===== src/idfc_map.vh =====
// Constants for the identification block and feature command block
// How it works
// - Word 255 holds A5 and zeroing checksum
// - Word 0 flags fixed/removable, ATA, valid
// - Default geometry words and capacity words
// - Word 2 holds one of four codes when requested, else zero
// - Word 49 sets LBA, DMA, bit 11
// - Word 50 reads 01 on top, timer bit
// - Word 51 upper byte reports PIO mode 2
// - Word 53 validates words 54-58, 64-70, 88
// - Word 59 multiple enable and block count
// - Word 63 selected and supported DMA modes
// - Word 64 reports PIO modes 3, 4
// - Word 80 flags major revisions 2 to 5
// - Words 82, 83 carry support flags
// - Words 85, 86 track enabled features
// - Words 84, 87 top bits and logging flags
// - Word 88 current and supported Ultra modes
// - Word 93 top bits and cable bit
// - Word 93 device-number method field
// - Word 93 device 0 signal-seen bits
// - Word 128 reports security state
// - Feature command busy, store code, interrupt
// - Bad feature code aborts the command
// - Identify prepares block, sets DRQ, interrupt
// - Cache enable/disable subcommand codes
`ifndef IDFC_MAP_VH
`define IDFC_MAP_VH
`define IDFC_OFF_CMD 12'h000
`define IDFC_OFF_STAT 12'h004
`define IDFC_OFF_CFG 12'h008
`define IDFC_OFF_CAP 12'h00c
`define IDFC_OFF_DATA 12'h010
`define IDFC_CFG_RST 16'h0004
`define IDFC_OP_IDENT 8'hec
`define IDFC_OP_IDDMA 8'hee
`define IDFC_OP_FEAT 8'hef
`define IDFC_OP_MULT 8'hc6
`define IDFC_FR_WC_EN 8'h02
`define IDFC_FR_WC_DIS 8'h82
`define IDFC_FR_RC_EN 8'haa
`define IDFC_FR_RC_DIS 8'h55
`define IDFC_FR_XFER 8'h03
`define IDFC_FR_APM_EN 8'h05
`define IDFC_FR_APM_DIS 8'h85
`define IDFC_FR_AAM_EN 8'h42
`define IDFC_FR_AAM_DIS 8'hc2
`define IDFC_FR_REV_DIS 8'h66
`define IDFC_FR_REV_EN 8'hcc
`define IDFC_SC_PIO 5'h01
`define IDFC_SC_MDMA 5'h04
`define IDFC_SC_UDMA 5'h08
`define IDFC_SIG 8'ha5
`define IDFC_W0_BASE 16'h041a
`define IDFC_W0_REM 16'h0080
`define IDFC_W0_FIX 16'h0040
`define IDFC_W1 16'h3fff
`define IDFC_W3 16'h0010
`define IDFC_W6 16'h003f
`define IDFC_W2_A 16'h37c8
`define IDFC_W2_B 16'h738c
`define IDFC_W2_C 16'h8c73
`define IDFC_W2_D 16'hc837
`define IDFC_W20 16'h0003
`define IDFC_W22 16'h0004
`define IDFC_W47 16'h8010
`define IDFC_W49 16'h0b00
`define IDFC_W50 16'h4000
`define IDFC_W51 16'h0200
`define IDFC_W53 16'h0007
`define IDFC_W57 16'hfc10
`define IDFC_W58 16'h00fb
`define IDFC_W63_SUP 8'h07
`define IDFC_W64 16'h0003
`define IDFC_W65 16'h0078
`define IDFC_W67 16'h00f0
`define IDFC_W80 16'h003c
`define IDFC_W82 16'h346b
`define IDFC_W83 16'h7628
`define IDFC_W84 16'h4003
`define IDFC_W85_BASE 16'h340b
`define IDFC_W86_BASE 16'h3400
`define IDFC_W88_SUP 8'h3f
`define IDFC_ASCII 16'h2020
`define IDFC_CAP_RST 28'h4a85300
`endif


===== src/idfc_top.v =====
// Identification block builder and feature command handler, APB slave
//
// Decided for this implementation: the address map and the APB register port.
`timescale 1ns/10ps
`include "idfc_map.vh"
module idfc_top #(
  parameter [27:0] CAP_DEFAULT = `IDFC_CAP_RST
) (
  // Clock and reset
  input wire clk_i,
  input wire rst_i,
  // APB slave
  input wire psel_i,
  input wire penable_i,
  input wire pwrite_i,
  input wire [11:0] paddr_i,
  input wire [31:0] pwdata_i,
  output reg [31:0] prdata_o,
  output reg pready_o,
  output reg pslverr_o,
  // Task-file status
  output reg bsy_o,
  output reg drq_o,
  output reg intrq_o
);
  localparam ST_IDLE = 2'd0;
  localparam ST_PREP = 2'd1;
  localparam ST_XFER = 2'd2;
  localparam ST_FEAT = 2'd3;
  localparam [7:0] LAST_SCAN = 8'd254;
  localparam [7:0] LAST_WORD = 8'd255;

  reg [1:0] state;
  reg [7:0] scan;
  reg [7:0] ptr;
  reg [7:0] sum;
  reg [7:0] chk;
  reg [7:0] op;
  reg [7:0] fr;
  reg [7:0] sc;
  reg [7:0] last_fr;
  reg err;
  reg wc_en;
  reg rc_en;
  reg aam_en;
  reg apm_en;
  reg rev_en;
  reg [2:0] pio_mode;
  reg [2:0] mdma_sel;
  reg [5:0] udma_sel;
  reg mult_en;
  reg [7:0] mult_cnt;
  reg [15:0] cfg;
  reg [27:0] cap;
  reg [7:0] idx;
  reg [15:0] word;
  reg [31:0] rdata;
  reg rd_err;
  reg next_abort;
  wire access;
  wire done;
  wire [7:0] next_sum;

  // Config fields
  wire cfg_rem = cfg[0];
  wire [1:0] cfg_w2 = cfg[2:1];
  wire cfg_dev1 = cfg[3];
  wire [1:0] cfg_meth = cfg[5:4];
  wire cfg_dasp = cfg[6];
  wire cfg_pdiag = cfg[7];
  wire cfg_diag_ok = cfg[8];
  wire cfg_stby = cfg[9];
  wire cfg_stby_min = cfg[10];
  wire [5:0] cfg_sec = {3'b000, cfg[13:11]};
  wire cfg_sec_lvl = cfg[14];
  wire cfg_w2_req = cfg[15];

  assign access = psel_i & penable_i & ~pready_o;
  assign done = psel_i & penable_i & pready_o;
  // words frozen while the block is in use
  wire cfg_lock = bsy_o | drq_o;

  // Word source
  always @* begin
    idx = (state == ST_PREP) ? scan : ptr;
    word = 16'h0000;
    case (idx)
      8'd0: word = `IDFC_W0_BASE | (cfg_rem ? `IDFC_W0_REM : `IDFC_W0_FIX);
      8'd1: word = `IDFC_W1;
      8'd2: begin
        case (cfg_w2)
          2'd0: word = `IDFC_W2_A;
          2'd1: word = `IDFC_W2_B;
          2'd2: word = `IDFC_W2_C;
          default: word = `IDFC_W2_D;
        endcase
        if (!cfg_w2_req)
          word = 16'h0000;
      end
      8'd3: word = `IDFC_W3;
      8'd6: word = `IDFC_W6;
      8'd20: word = `IDFC_W20;
      8'd22: word = `IDFC_W22;
      8'd47: word = `IDFC_W47;
      8'd49: word = `IDFC_W49 | {2'b00, cfg_stby, 13'h0000};
      8'd50: word = `IDFC_W50 | {15'h0000, cfg_stby_min};
      8'd51: word = `IDFC_W51;
      8'd52: word = `IDFC_W51;
      8'd53: word = `IDFC_W53;
      8'd54: word = `IDFC_W1;
      8'd55: word = `IDFC_W3;
      8'd56: word = `IDFC_W6;
      8'd57: word = `IDFC_W57;
      8'd58: word = `IDFC_W58;
      8'd59: word = {7'h00, mult_en, mult_cnt};
      8'd60: word = cap[15:0];
      8'd61: word = {4'h0, cap[27:16]};
      8'd63: word = {5'h00, mdma_sel, `IDFC_W63_SUP};
      8'd64: word = `IDFC_W64;
      8'd65: word = `IDFC_W65;
      8'd66: word = `IDFC_W65;
      8'd67: word = `IDFC_W67;
      8'd68: word = `IDFC_W65;
      8'd80: word = `IDFC_W80;
      8'd82: word = `IDFC_W82;
      8'd83: word = `IDFC_W83;
      8'd84: word = `IDFC_W84;
      8'd87: word = `IDFC_W84;
      8'd85: word = `IDFC_W85_BASE | {9'h000, rc_en, wc_en, 5'h00};
      8'd86: word = `IDFC_W86_BASE | {6'h00, aam_en, 5'h00, apm_en, 3'h0};
      8'd88: word = {2'b00, udma_sel, `IDFC_W88_SUP};
      8'd93: begin
        if (cfg_dev1)
          word = {3'b011, 1'b0, cfg_pdiag, cfg_meth, 1'b1, 8'h00};
        else
          word = {3'b011, 5'h00, 2'b00, cfg_dasp, cfg_pdiag, cfg_diag_ok,
                  cfg_meth, 1'b1};
      end
      8'd128: word = {7'h00, cfg_sec_lvl, 2'b00, cfg_sec};
      8'd255: word = {chk, `IDFC_SIG};
      default: begin
        if ((idx >= 8'd10 && idx <= 8'd19) || (idx >= 8'd23 && idx <= 8'd46))
          word = `IDFC_ASCII;
      end
    endcase
  end

  assign next_sum = sum + word[7:0] + word[15:8];

  // Feature code check
  always @* begin
    next_abort = 1'b0;
    case (fr)
      `IDFC_FR_WC_EN, `IDFC_FR_WC_DIS, `IDFC_FR_RC_EN, `IDFC_FR_RC_DIS,
      `IDFC_FR_APM_EN, `IDFC_FR_APM_DIS, `IDFC_FR_AAM_EN,
      `IDFC_FR_AAM_DIS, `IDFC_FR_REV_DIS, `IDFC_FR_REV_EN: next_abort = 1'b0;
      `IDFC_FR_XFER: begin
        case (sc[7:3])
          5'h00: next_abort = (sc[2:0] != 3'd0);
          `IDFC_SC_PIO: next_abort = (sc[2:0] > 3'd4);
          `IDFC_SC_MDMA: next_abort = (sc[2:0] > 3'd2);
          `IDFC_SC_UDMA: next_abort = (sc[2:0] > 3'd5);
          default: next_abort = 1'b1;
        endcase
      end
      default: next_abort = 1'b1;
    endcase
  end

  // Register read mux
  always @* begin
    rdata = 32'h00000000;
    rd_err = 1'b0;
    case (paddr_i)
      `IDFC_OFF_CMD: rdata = {8'h00, sc, fr, op};
      `IDFC_OFF_STAT: rdata = {16'h0000, last_fr, pio_mode, rev_en, err,
                               intrq_o, drq_o, bsy_o};
      `IDFC_OFF_CFG: rdata = {16'h0000, cfg};
      `IDFC_OFF_CAP: rdata = {4'h0, cap};
      `IDFC_OFF_DATA: rdata = {16'h0000, drq_o ? word : 16'h0000};
      default: rd_err = 1'b1;
    endcase
  end

  // APB answer, one wait cycle
  always @(posedge clk_i) begin
    if (rst_i) begin
      pready_o <= 1'b0;
      prdata_o <= 32'h00000000;
      pslverr_o <= 1'b0;
    end else begin
      pready_o <= access;
      if (access) begin
        prdata_o <= pwrite_i ? 32'h00000000 : rdata;
        pslverr_o <= rd_err | (pwrite_i && paddr_i == `IDFC_OFF_CMD &&
                     cfg_lock) |
                     (pwrite_i && paddr_i == `IDFC_OFF_CFG && cfg_lock) |
                     (pwrite_i && paddr_i == `IDFC_OFF_CAP && cfg_lock) |
                     (pwrite_i && paddr_i == `IDFC_OFF_STAT) |
                     (pwrite_i && paddr_i == `IDFC_OFF_DATA);
      end
    end
  end

  // Command engine
  always @(posedge clk_i) begin
    if (rst_i) begin
      state <= ST_IDLE;
      scan <= 8'h00;
      ptr <= 8'h00;
      sum <= 8'h00;
      chk <= 8'h00;
      op <= 8'h00;
      fr <= 8'h00;
      sc <= 8'h00;
      last_fr <= 8'h00;
      err <= 1'b0;
      wc_en <= 1'b1;
      rc_en <= 1'b1;
      aam_en <= 1'b0;
      apm_en <= 1'b1;
      rev_en <= 1'b0;
      pio_mode <= 3'd4;
      mdma_sel <= 3'b100;
      udma_sel <= 6'h00;
      mult_en <= 1'b0;
      mult_cnt <= 8'h00;
      cfg <= `IDFC_CFG_RST;
      cap <= CAP_DEFAULT;
      bsy_o <= 1'b0;
      drq_o <= 1'b0;
      intrq_o <= 1'b0;
    end else begin
      if (done && pwrite_i && !pslverr_o && paddr_i == `IDFC_OFF_CFG)
        cfg <= pwdata_i[15:0];
      if (done && pwrite_i && !pslverr_o && paddr_i == `IDFC_OFF_CAP)
        cap <= pwdata_i[27:0];
      // Status read acknowledges the interrupt
      if (done && !pwrite_i && paddr_i == `IDFC_OFF_STAT)
        intrq_o <= 1'b0;
      case (state)
        ST_IDLE: begin
          if (done && pwrite_i && !pslverr_o &&
              paddr_i == `IDFC_OFF_CMD) begin
            op <= pwdata_i[7:0];
            fr <= pwdata_i[15:8];
            sc <= pwdata_i[23:16];
            bsy_o <= 1'b1;
            err <= 1'b0;
            intrq_o <= 1'b0;
            if (pwdata_i[7:0] == `IDFC_OP_IDENT ||
                pwdata_i[7:0] == `IDFC_OP_IDDMA) begin
              state <= ST_PREP;
              scan <= 8'h00;
              sum <= `IDFC_SIG;
            end else begin
              state <= ST_FEAT;
            end
          end
        end
        ST_PREP: begin
          sum <= next_sum;
          if (scan == LAST_SCAN) begin
            chk <= 8'h00 - next_sum;
            state <= ST_XFER;
            ptr <= 8'h00;
            bsy_o <= 1'b0;
            drq_o <= 1'b1;
            intrq_o <= 1'b1;
          end else begin
            scan <= scan + 8'd1;
          end
        end
        ST_XFER: begin
          if (done && !pwrite_i && paddr_i == `IDFC_OFF_DATA) begin
            ptr <= ptr + 8'd1;
            if (ptr == LAST_WORD) begin
              drq_o <= 1'b0;
              state <= ST_IDLE;
            end
          end
        end
        ST_FEAT: begin
          state <= ST_IDLE;
          bsy_o <= 1'b0;
          intrq_o <= 1'b1;
          if (op == `IDFC_OP_FEAT) begin
            last_fr <= fr;
            if (next_abort) begin
              err <= 1'b1;
            end else begin
              case (fr)
                `IDFC_FR_WC_EN: wc_en <= 1'b1;
                `IDFC_FR_WC_DIS: wc_en <= 1'b0;
                `IDFC_FR_RC_EN: rc_en <= 1'b1;
                `IDFC_FR_RC_DIS: rc_en <= 1'b0;
                `IDFC_FR_APM_EN: apm_en <= 1'b1;
                `IDFC_FR_APM_DIS: apm_en <= 1'b0;
                `IDFC_FR_AAM_EN: aam_en <= 1'b1;
                `IDFC_FR_AAM_DIS: aam_en <= 1'b0;
                `IDFC_FR_REV_EN: rev_en <= 1'b1;
                `IDFC_FR_REV_DIS: rev_en <= 1'b0;
                `IDFC_FR_XFER: begin
                  case (sc[7:3])
                    `IDFC_SC_MDMA: begin
                      mdma_sel <= 3'b001 << sc[1:0];
                      udma_sel <= 6'h00;
                    end
                    `IDFC_SC_UDMA: begin
                      udma_sel <= 6'h01 << sc[2:0];
                      mdma_sel <= 3'b000;
                    end
                    default: pio_mode <= sc[2:0];
                  endcase
                end
                default: err <= 1'b0;
              endcase
            end
          end else if (op == `IDFC_OP_MULT) begin
            case (sc)
              8'd2, 8'd4, 8'd8, 8'd16, 8'd32: begin
                mult_en <= 1'b1;
                mult_cnt <= sc;
              end
              8'd0, 8'd1: begin
                mult_en <= 1'b0;
                mult_cnt <= 8'h00;
              end
              default: begin
                mult_en <= 1'b0;
                mult_cnt <= 8'h00;
                err <= 1'b1;
              end
            endcase
          end else begin
            err <= 1'b1;
          end
        end
        default: state <= ST_IDLE;
      endcase
    end
  end
endmodule // idfc_top


===== config.mk =====
export PLATFORM = sky130hd
export DESIGN_NAME = idfc_top
export DESIGN_NICKNAME = d
export VERILOG_FILES = /design/src/idfc_top.v
export VERILOG_INCLUDE_DIRS = /design/src /design/src/src
export SDC_FILE = /design/constraint.sdc
export NUM_CORES = 1
export LEC_CHECK = 0
export ABC_AREA = 1
export BUFFER_PORTS_ARGS = -buffer_cell sky130_fd_sc_hd__buf_2
export CAP_MARGIN = 20
export CORE_AREA = 2 2 184 186
export DETAILED_ROUTE_END_ITERATION = 10
export DIE_AREA = 0 0 186 188
export SLEW_MARGIN = 20
export SYNTH_ARGS = -nofsm -noshare
export SYNTH_HDL_FRONTEND = slang
export SYNTH_SLANG_ARGS = --single-unit

===== constraint.sdc =====
create_clock -name clk_i -period 5.21 [get_ports clk_i]
set_input_delay 0 -clock clk_i [delete_from_list [all_inputs] [get_ports clk_i]]
set_output_delay 0 -clock clk_i [all_outputs]
set_load 0.02 [all_outputs]

Word-level counts from Yosys, hierarchy flattened:

Index checks and enable logic that the tools add are counted.

* $add $sub $neg: 5
* $lt $le $gt $ge: 7
* equal/unequal tests: 80
* shifts and indexed selects: 2
* mux-type cells: 56
* bitwise operators: 13
* reductions and logical operators: 70

Operators with widths (number)
* case mux 16 bit (30 select lines): 1
* case mux 28 bit (5 select lines): 1
* equality test 8 x 7 -> 1 bit (second input constant): 17
* equality test 8 x 6 -> 1 bit (second input constant): 16
* equality test 8 bit (second input constant): 13
* two-way mux 8 bit: 10
* case mux 16 bit (3 select lines): 1
* case mux 8 bit (2 select lines): 3
* equality test 8 x 2 -> 1 bit (second input constant): 5
* AND reduction 4 bit: 9
* two-way mux 16 bit: 2
* two-way mux 32 bit: 1
* equality test 12 x 4 -> 1 bit (second input constant): 2
* equality test 8 x 3 -> 1 bit (second input constant): 3
* equality test 8 x 5 -> 1 bit (second input constant): 3
* logical AND 1 bit: 18
* nonzero test 2 bit: 9
* adder 8 x 1 -> 8 bit (second input constant): 2
* adder 8 bit: 2
* equality test 8 x 1 -> 1 bit (second input constant): 2
* logical NOT 8 bit: 2
* two-way mux 1 bit: 16
* case mux 1 bit (2 select lines): 8
* two-way mux 14 bit: 1
* other kinds (45): 86

* bits in registers: 174
* input bits: 49

Depth between registers and ports, before layout:

* depth in word-level cells: 10
* mapped depth: 32

Least setup slack after synthesis:

OpenSTA, ideal clock, no wires.

* path type: register -> register
* start: reg state[1]
* end: reg chk[7]
* setup time: 0.109 ns
* arrival: 3.997 ns
* required time: 5.101 ns
* path slack: 1.105 ns
* stages on the path, launching flop included: 28
* path through: dfxtp_1 -> inv_1 -> ha_1 -> buf_6 -> buf_4 -> nand2_1 -> nand2_2 -> nand2_4 -> nor2_4 -> nand2_1 -> nand2_1 -> inv_1 -> nand2_1 -> a211oi_1 -> nand2_1 -> or2_2 -> fa_1 -> ha_1 -> a21oi_1 -> nand2_1 -> xor2_1 -> or2_2 -> nor3_1 -> nand2_1 -> nand3_1 -> nand3_1 -> nand2_1 -> inv_1

* longest elaborated chain between the ends: 10
* elaborated cells on any way between the ends: 60
* those cells by class: add/sub: 3; order compare: 4; eq/ne: 38; mux: 3; reduce/logical: 12

Ends and longest elaborated chain
* start, declared: line idfc_top.v:33 `reg [1:0] state;`
* start signal, assigned: line idfc_top.v:208 `state <= ST_IDLE;`
* start signal, assigned: line idfc_top.v:253 `state <= ST_PREP;`
* start signal, assigned: line idfc_top.v:257 `state <= ST_FEAT;`
* equality test 2 x 1 -> 1 bit (*): line idfc_top.v:85, idfc_top.v:241
* two-way mux 8 bit: line idfc_top.v:85 `idx = (state == ST_PREP) ? scan : ptr;`
* >= comparator 8 x 4 -> 1 bit (tied with other cells): line idfc_top.v:142 `if ((idx >= 8'd10 && idx <= 8'd19) || (idx >= 8'd23 && idx <= 8'd46))`
* logical AND 1 bit: line idfc_top.v:142
* logical OR 1 bit: line idfc_top.v:142
* two-way mux 14 bit: line idfc_top.v:142
* case mux 16 bit (30 select lines): line idfc_top.v:87 `case (idx)`
* adder 8 bit (2 in series): line idfc_top.v:148 `assign next_sum = sum + word[7:0] + word[15:8];`
* subtractor 1 x 8 -> 8 bit: line idfc_top.v:264 `chk <= 8'h00 - next_sum;`
* end signal, assigned: line idfc_top.v:264
* end, declared: line idfc_top.v:37 `reg [7:0] chk;`

Every way passes the cells marked *; elsewhere a longest branch is shown, timed or not.
A chain may end at the register's enable or synchronous reset.

Worst setup path in the final report:

Ends and elaborated chain as after synthesis.

==> metrics.md <==
| Metric | Value |
|---|---|
| Status | `finished clean` |
| Final setup TNS | `0 ns` |
| Yosys top cell by area | `dfxtp_1` |
| Routability cong. | `1.04` |
| Hold EP | `pslverr_o` |
| Setup bufs post-CTS | `0` |
| Count leader, synth | `nand2_1` |
| Synth cell types | `55` |
| Hold Vio Cnt, Final | `0` |
| Fmax | `211 MHz` |
| P&R area growth vs syn | `18.3%` |
| Max-slew violations | `0` |
| Final Cycle Share | `approximately 91%` |
| Yosys reg bits | `between 150 and 200` |
| ANT cells | `0` |
| Min cycle time layout | `roughly 4.7 ns` |
| IO Count | `86` |
| Final setup viols | `0` |
| Crit Path Category | `reg2reg` |
| Initial drt markers | `between 1k and 1.5k` |
| R2R Path End | `chk[7]` |
| Core Footprint | `about 33000 µm²` |
| CTS tree | `built` |
| Worst hold start | `penable_i` |
| Total grt overflow | `0` |
| Number of max-cap violations | `0` |
| Async set-or-reset flop fraction in the synthesized netlist | `0%` |
| Die height | `around 190 µm` |
| EDFF count, synth | `0` |
| Worst hold path class | `in2reg` |
| Post-synth top area share | `roughly a third` |
| Detail Route Antenna Nets | `0` |
| TritonRoute pass-1 iters | `6` |
| Mapped Area | `~10000 µm²` |
| Row cnt | `67` |
| CP max FO | `13` |
| RSZ-0062 raised after global routing | `no` |
| Worst endpoint data arrival time | `between 5 and 6 ns` |
| Crit Reg-Reg Startpoint | `state[1]` |
| Routed vias | `between 10k and 15k` |
| Worst reg2reg path depth | `27` |
| Initial antenna violation count | `0` |
| Sink Count | `170` |
| CP required | `5.56 ns` |
| Chip Width | `~190 µm` |
| Sequential share of the synthesized area | `between 30% and 40%` |
| Max rail drop VDD | `~0.21 mV` |
| Layout cell share with drive strength beyond 1 | `between 10% and 20%` |
| Port bufs | `77` |
| FF-to-FF setup slack | `0.48 ns` |
| Pwr Density | `around 430 nW/µm²` |
| WHS Path Cells | `5` |
| All-Layer GR Usage | `roughly 22%` |
| CTS Root Buffer Type | `clkbuf_16` |
| Starting density of the core | `between 20 and 30%` |
| Die ar. | `approximately 35000 µm²` |
| Vias in the first global route | `9521` |
| First-pass GRT wire length | `57100 µm` |
| Post-synthesis cell count | `approximately 1.4k` |
| Worst setup SP type | `flip-flop` |
| Longest Clk Path Bufs | `2` |
| Predominant post-synthesis flop cell | `dfxtp_1` |
| Top cells by area, synth | `dfxtp_1, nand2_1, inv_1` |
| Layout Skew | `between 0.015 and 0.02 ns` |
| H-tree depth | `4` |
| Residual DRC | `0` |
| Number of warnings issued by yosys | `0` |
| Wirelength per Cell | `between 15 and 20 µm` |
| Layout Nets | `roughly 1.6k` |
| Synth top cells by count | `nand2_1, inv_1, dfxtp_1, a21oi_1, o21ai_0` |
| Drt via density | `approximately 5.1` |
| Post-synthesis average cell area | `a little under 7 µm²` |
| Largest net degree at the start of global routing | `86` |
| Crit end category | `flip-flop` |
| Tot Pwr | `roughly 4900 µW` |
| Hpwl dp | `about 29000 µm` |
| Clock latency at the later pin of the worst-skew pair | `approximately 0.45 ns` |
| Worst Tran Pin Value | `roughly 0.82 ns` |
| Final wirelength | `about 37000 µm` |
| Worst-path clk slew | `about 0.07 ns` |
| Cell mode on critical path | `nand2_1` |
| Total CTS buffers | `17` |
| Max_slew headroom | `between 40% and 50%` |
| Leakage | `between 0.004 and 0.005 µW` |
| CP max-delay cell | `fa_1` |
| Slowest stage delay, CP | `around 0.47 ns` |
[how the worst max path moves through the flow]
stage,start,end,slack (ns)
2_1_floorplan,state[1],chk[7],1.10
6_report,state[1],chk[7],0.48
3_5_place_dp,state[1],chk[7],0.36
3_3_place_gp,state[1],chk[7],0.43
5_1_grt,state[1],chk[7],0.07
4_1_cts,state[1],chk[7],0.33
[cell type report]
cell class	count	area (µm²)
fill	3602	21500
tap	448	561
multi-input combinational	1011	5350
timing repair buffer	130	858
sequential	170	3400
clock buffer	17	425
clock inverter	15	195
inverter	208	783
[flip-flops by register name, indices dropped and copies added (netlist names), 2 cells and up]
signal and cells:
cap 28, cfg 16, chk 8, fr 8, last_fr 8, mdma_sel 3
mult_cnt 8, op 8, pio_mode 3, prdata_o 28, ptr 8, sc 8
scan 8, state 2, sum 8, udma_sel 6
[cells by family after synthesis]
| kind of cell | share of synthesized area [%] |
|---|---|
| AND/OR/NAND/NOR | 29.6 |
| AO/OA/AOI/OAI | 20.5 |
| buffers and inverters | 10.8 |
| flip-flops | 34.8 |
| adder cells (fa/ha/maj) | 3.55 |
| XOR/XNOR | 0.716 |
| other | 0.0383 |
[critical path, delay by kind of cell (launching register included)]
family / cells / cell delay [ns]
AND/OR/NAND/NOR: 16 / 2.20
adder cells (fa/ha/maj): 3 / 1.09
buffers and inverters: 5 / 0.45
flip-flops: 1 / 0.37
AO/OA/AOI/OAI: 2 / 0.33
XOR/XNOR: 1 / 0.19
[layout by cell type, fill, tap and decap left out, types with 4 or more instances in the layout]
cell,count
a21oi_1,145
a221oi_1,13
nor2_1,116
dlygate4sd3_1,30
nor2_4,4
inv_2,12
inv_1,193
clkbuf_16,17
o211ai_1,4
conb_1,4
o21ai_1,9
nor4_1,12
ha_1,14
o22ai_1,19
fa_1,8
inv_6,4
xor2_1,4
xnor2_1,4
buf_2,77
a31oi_1,4
nand3_2,5
nor3_1,30
nand2_1,274
nand2_4,6
buf_4,23
a211oi_1,15
o221ai_1,9
nand3_1,82
nor3_2,4
nand2_2,27
clkinv_8,5
o21ai_0,129
dfxtp_1,170
nand4_1,29
nor2_2,11
[report_power, final]
group          total (µW)  leakage [µW]  switching [µW]  internal (µW)
clock                1340      0.000295             645            694
sequential           1360       0.00137            25.6           1330
combinational        2230       0.00319            1480            750
[layer usage]
metal	global-route usage (%)	part of all wire [%]	wire length, µm
met5	0	0	0
met4	8.33	3.2	1210
met2	35.3	47	17500
met3	2.58	5.2	1920
met1	29.1	45	16600
[through the flow]
step | hold slack (ns) | util (%) | instances | worst slack (ns) | area (µm²)
final | 0.0477 | 35.0 | 1999 | 0.481 | 11600
after detailed placement | 0.259 | 32.2 | 1937 | 0.359 | 10600
after floorplan | 0.126 | - | 1445 | 1.10 | 9800
after CTS | 0.0267 | 34.9 | 1999 | 0.328 | 11600
after global placement | 0.253 | 32.2 | 1937 | 0.433 | 10600
after global routing | 0.0960 | 35.0 | 1999 | 0.0724 | 11600
[timing repair]
action / 4_1_cts / 5_1_grt
hold buffers: 30 / 0
hold endpoints to repair: 82 / 0
endpoints found under the setup margin: 0 / 2
resized for setup: 0 / 3
Power figures use the tool's default switching activity.
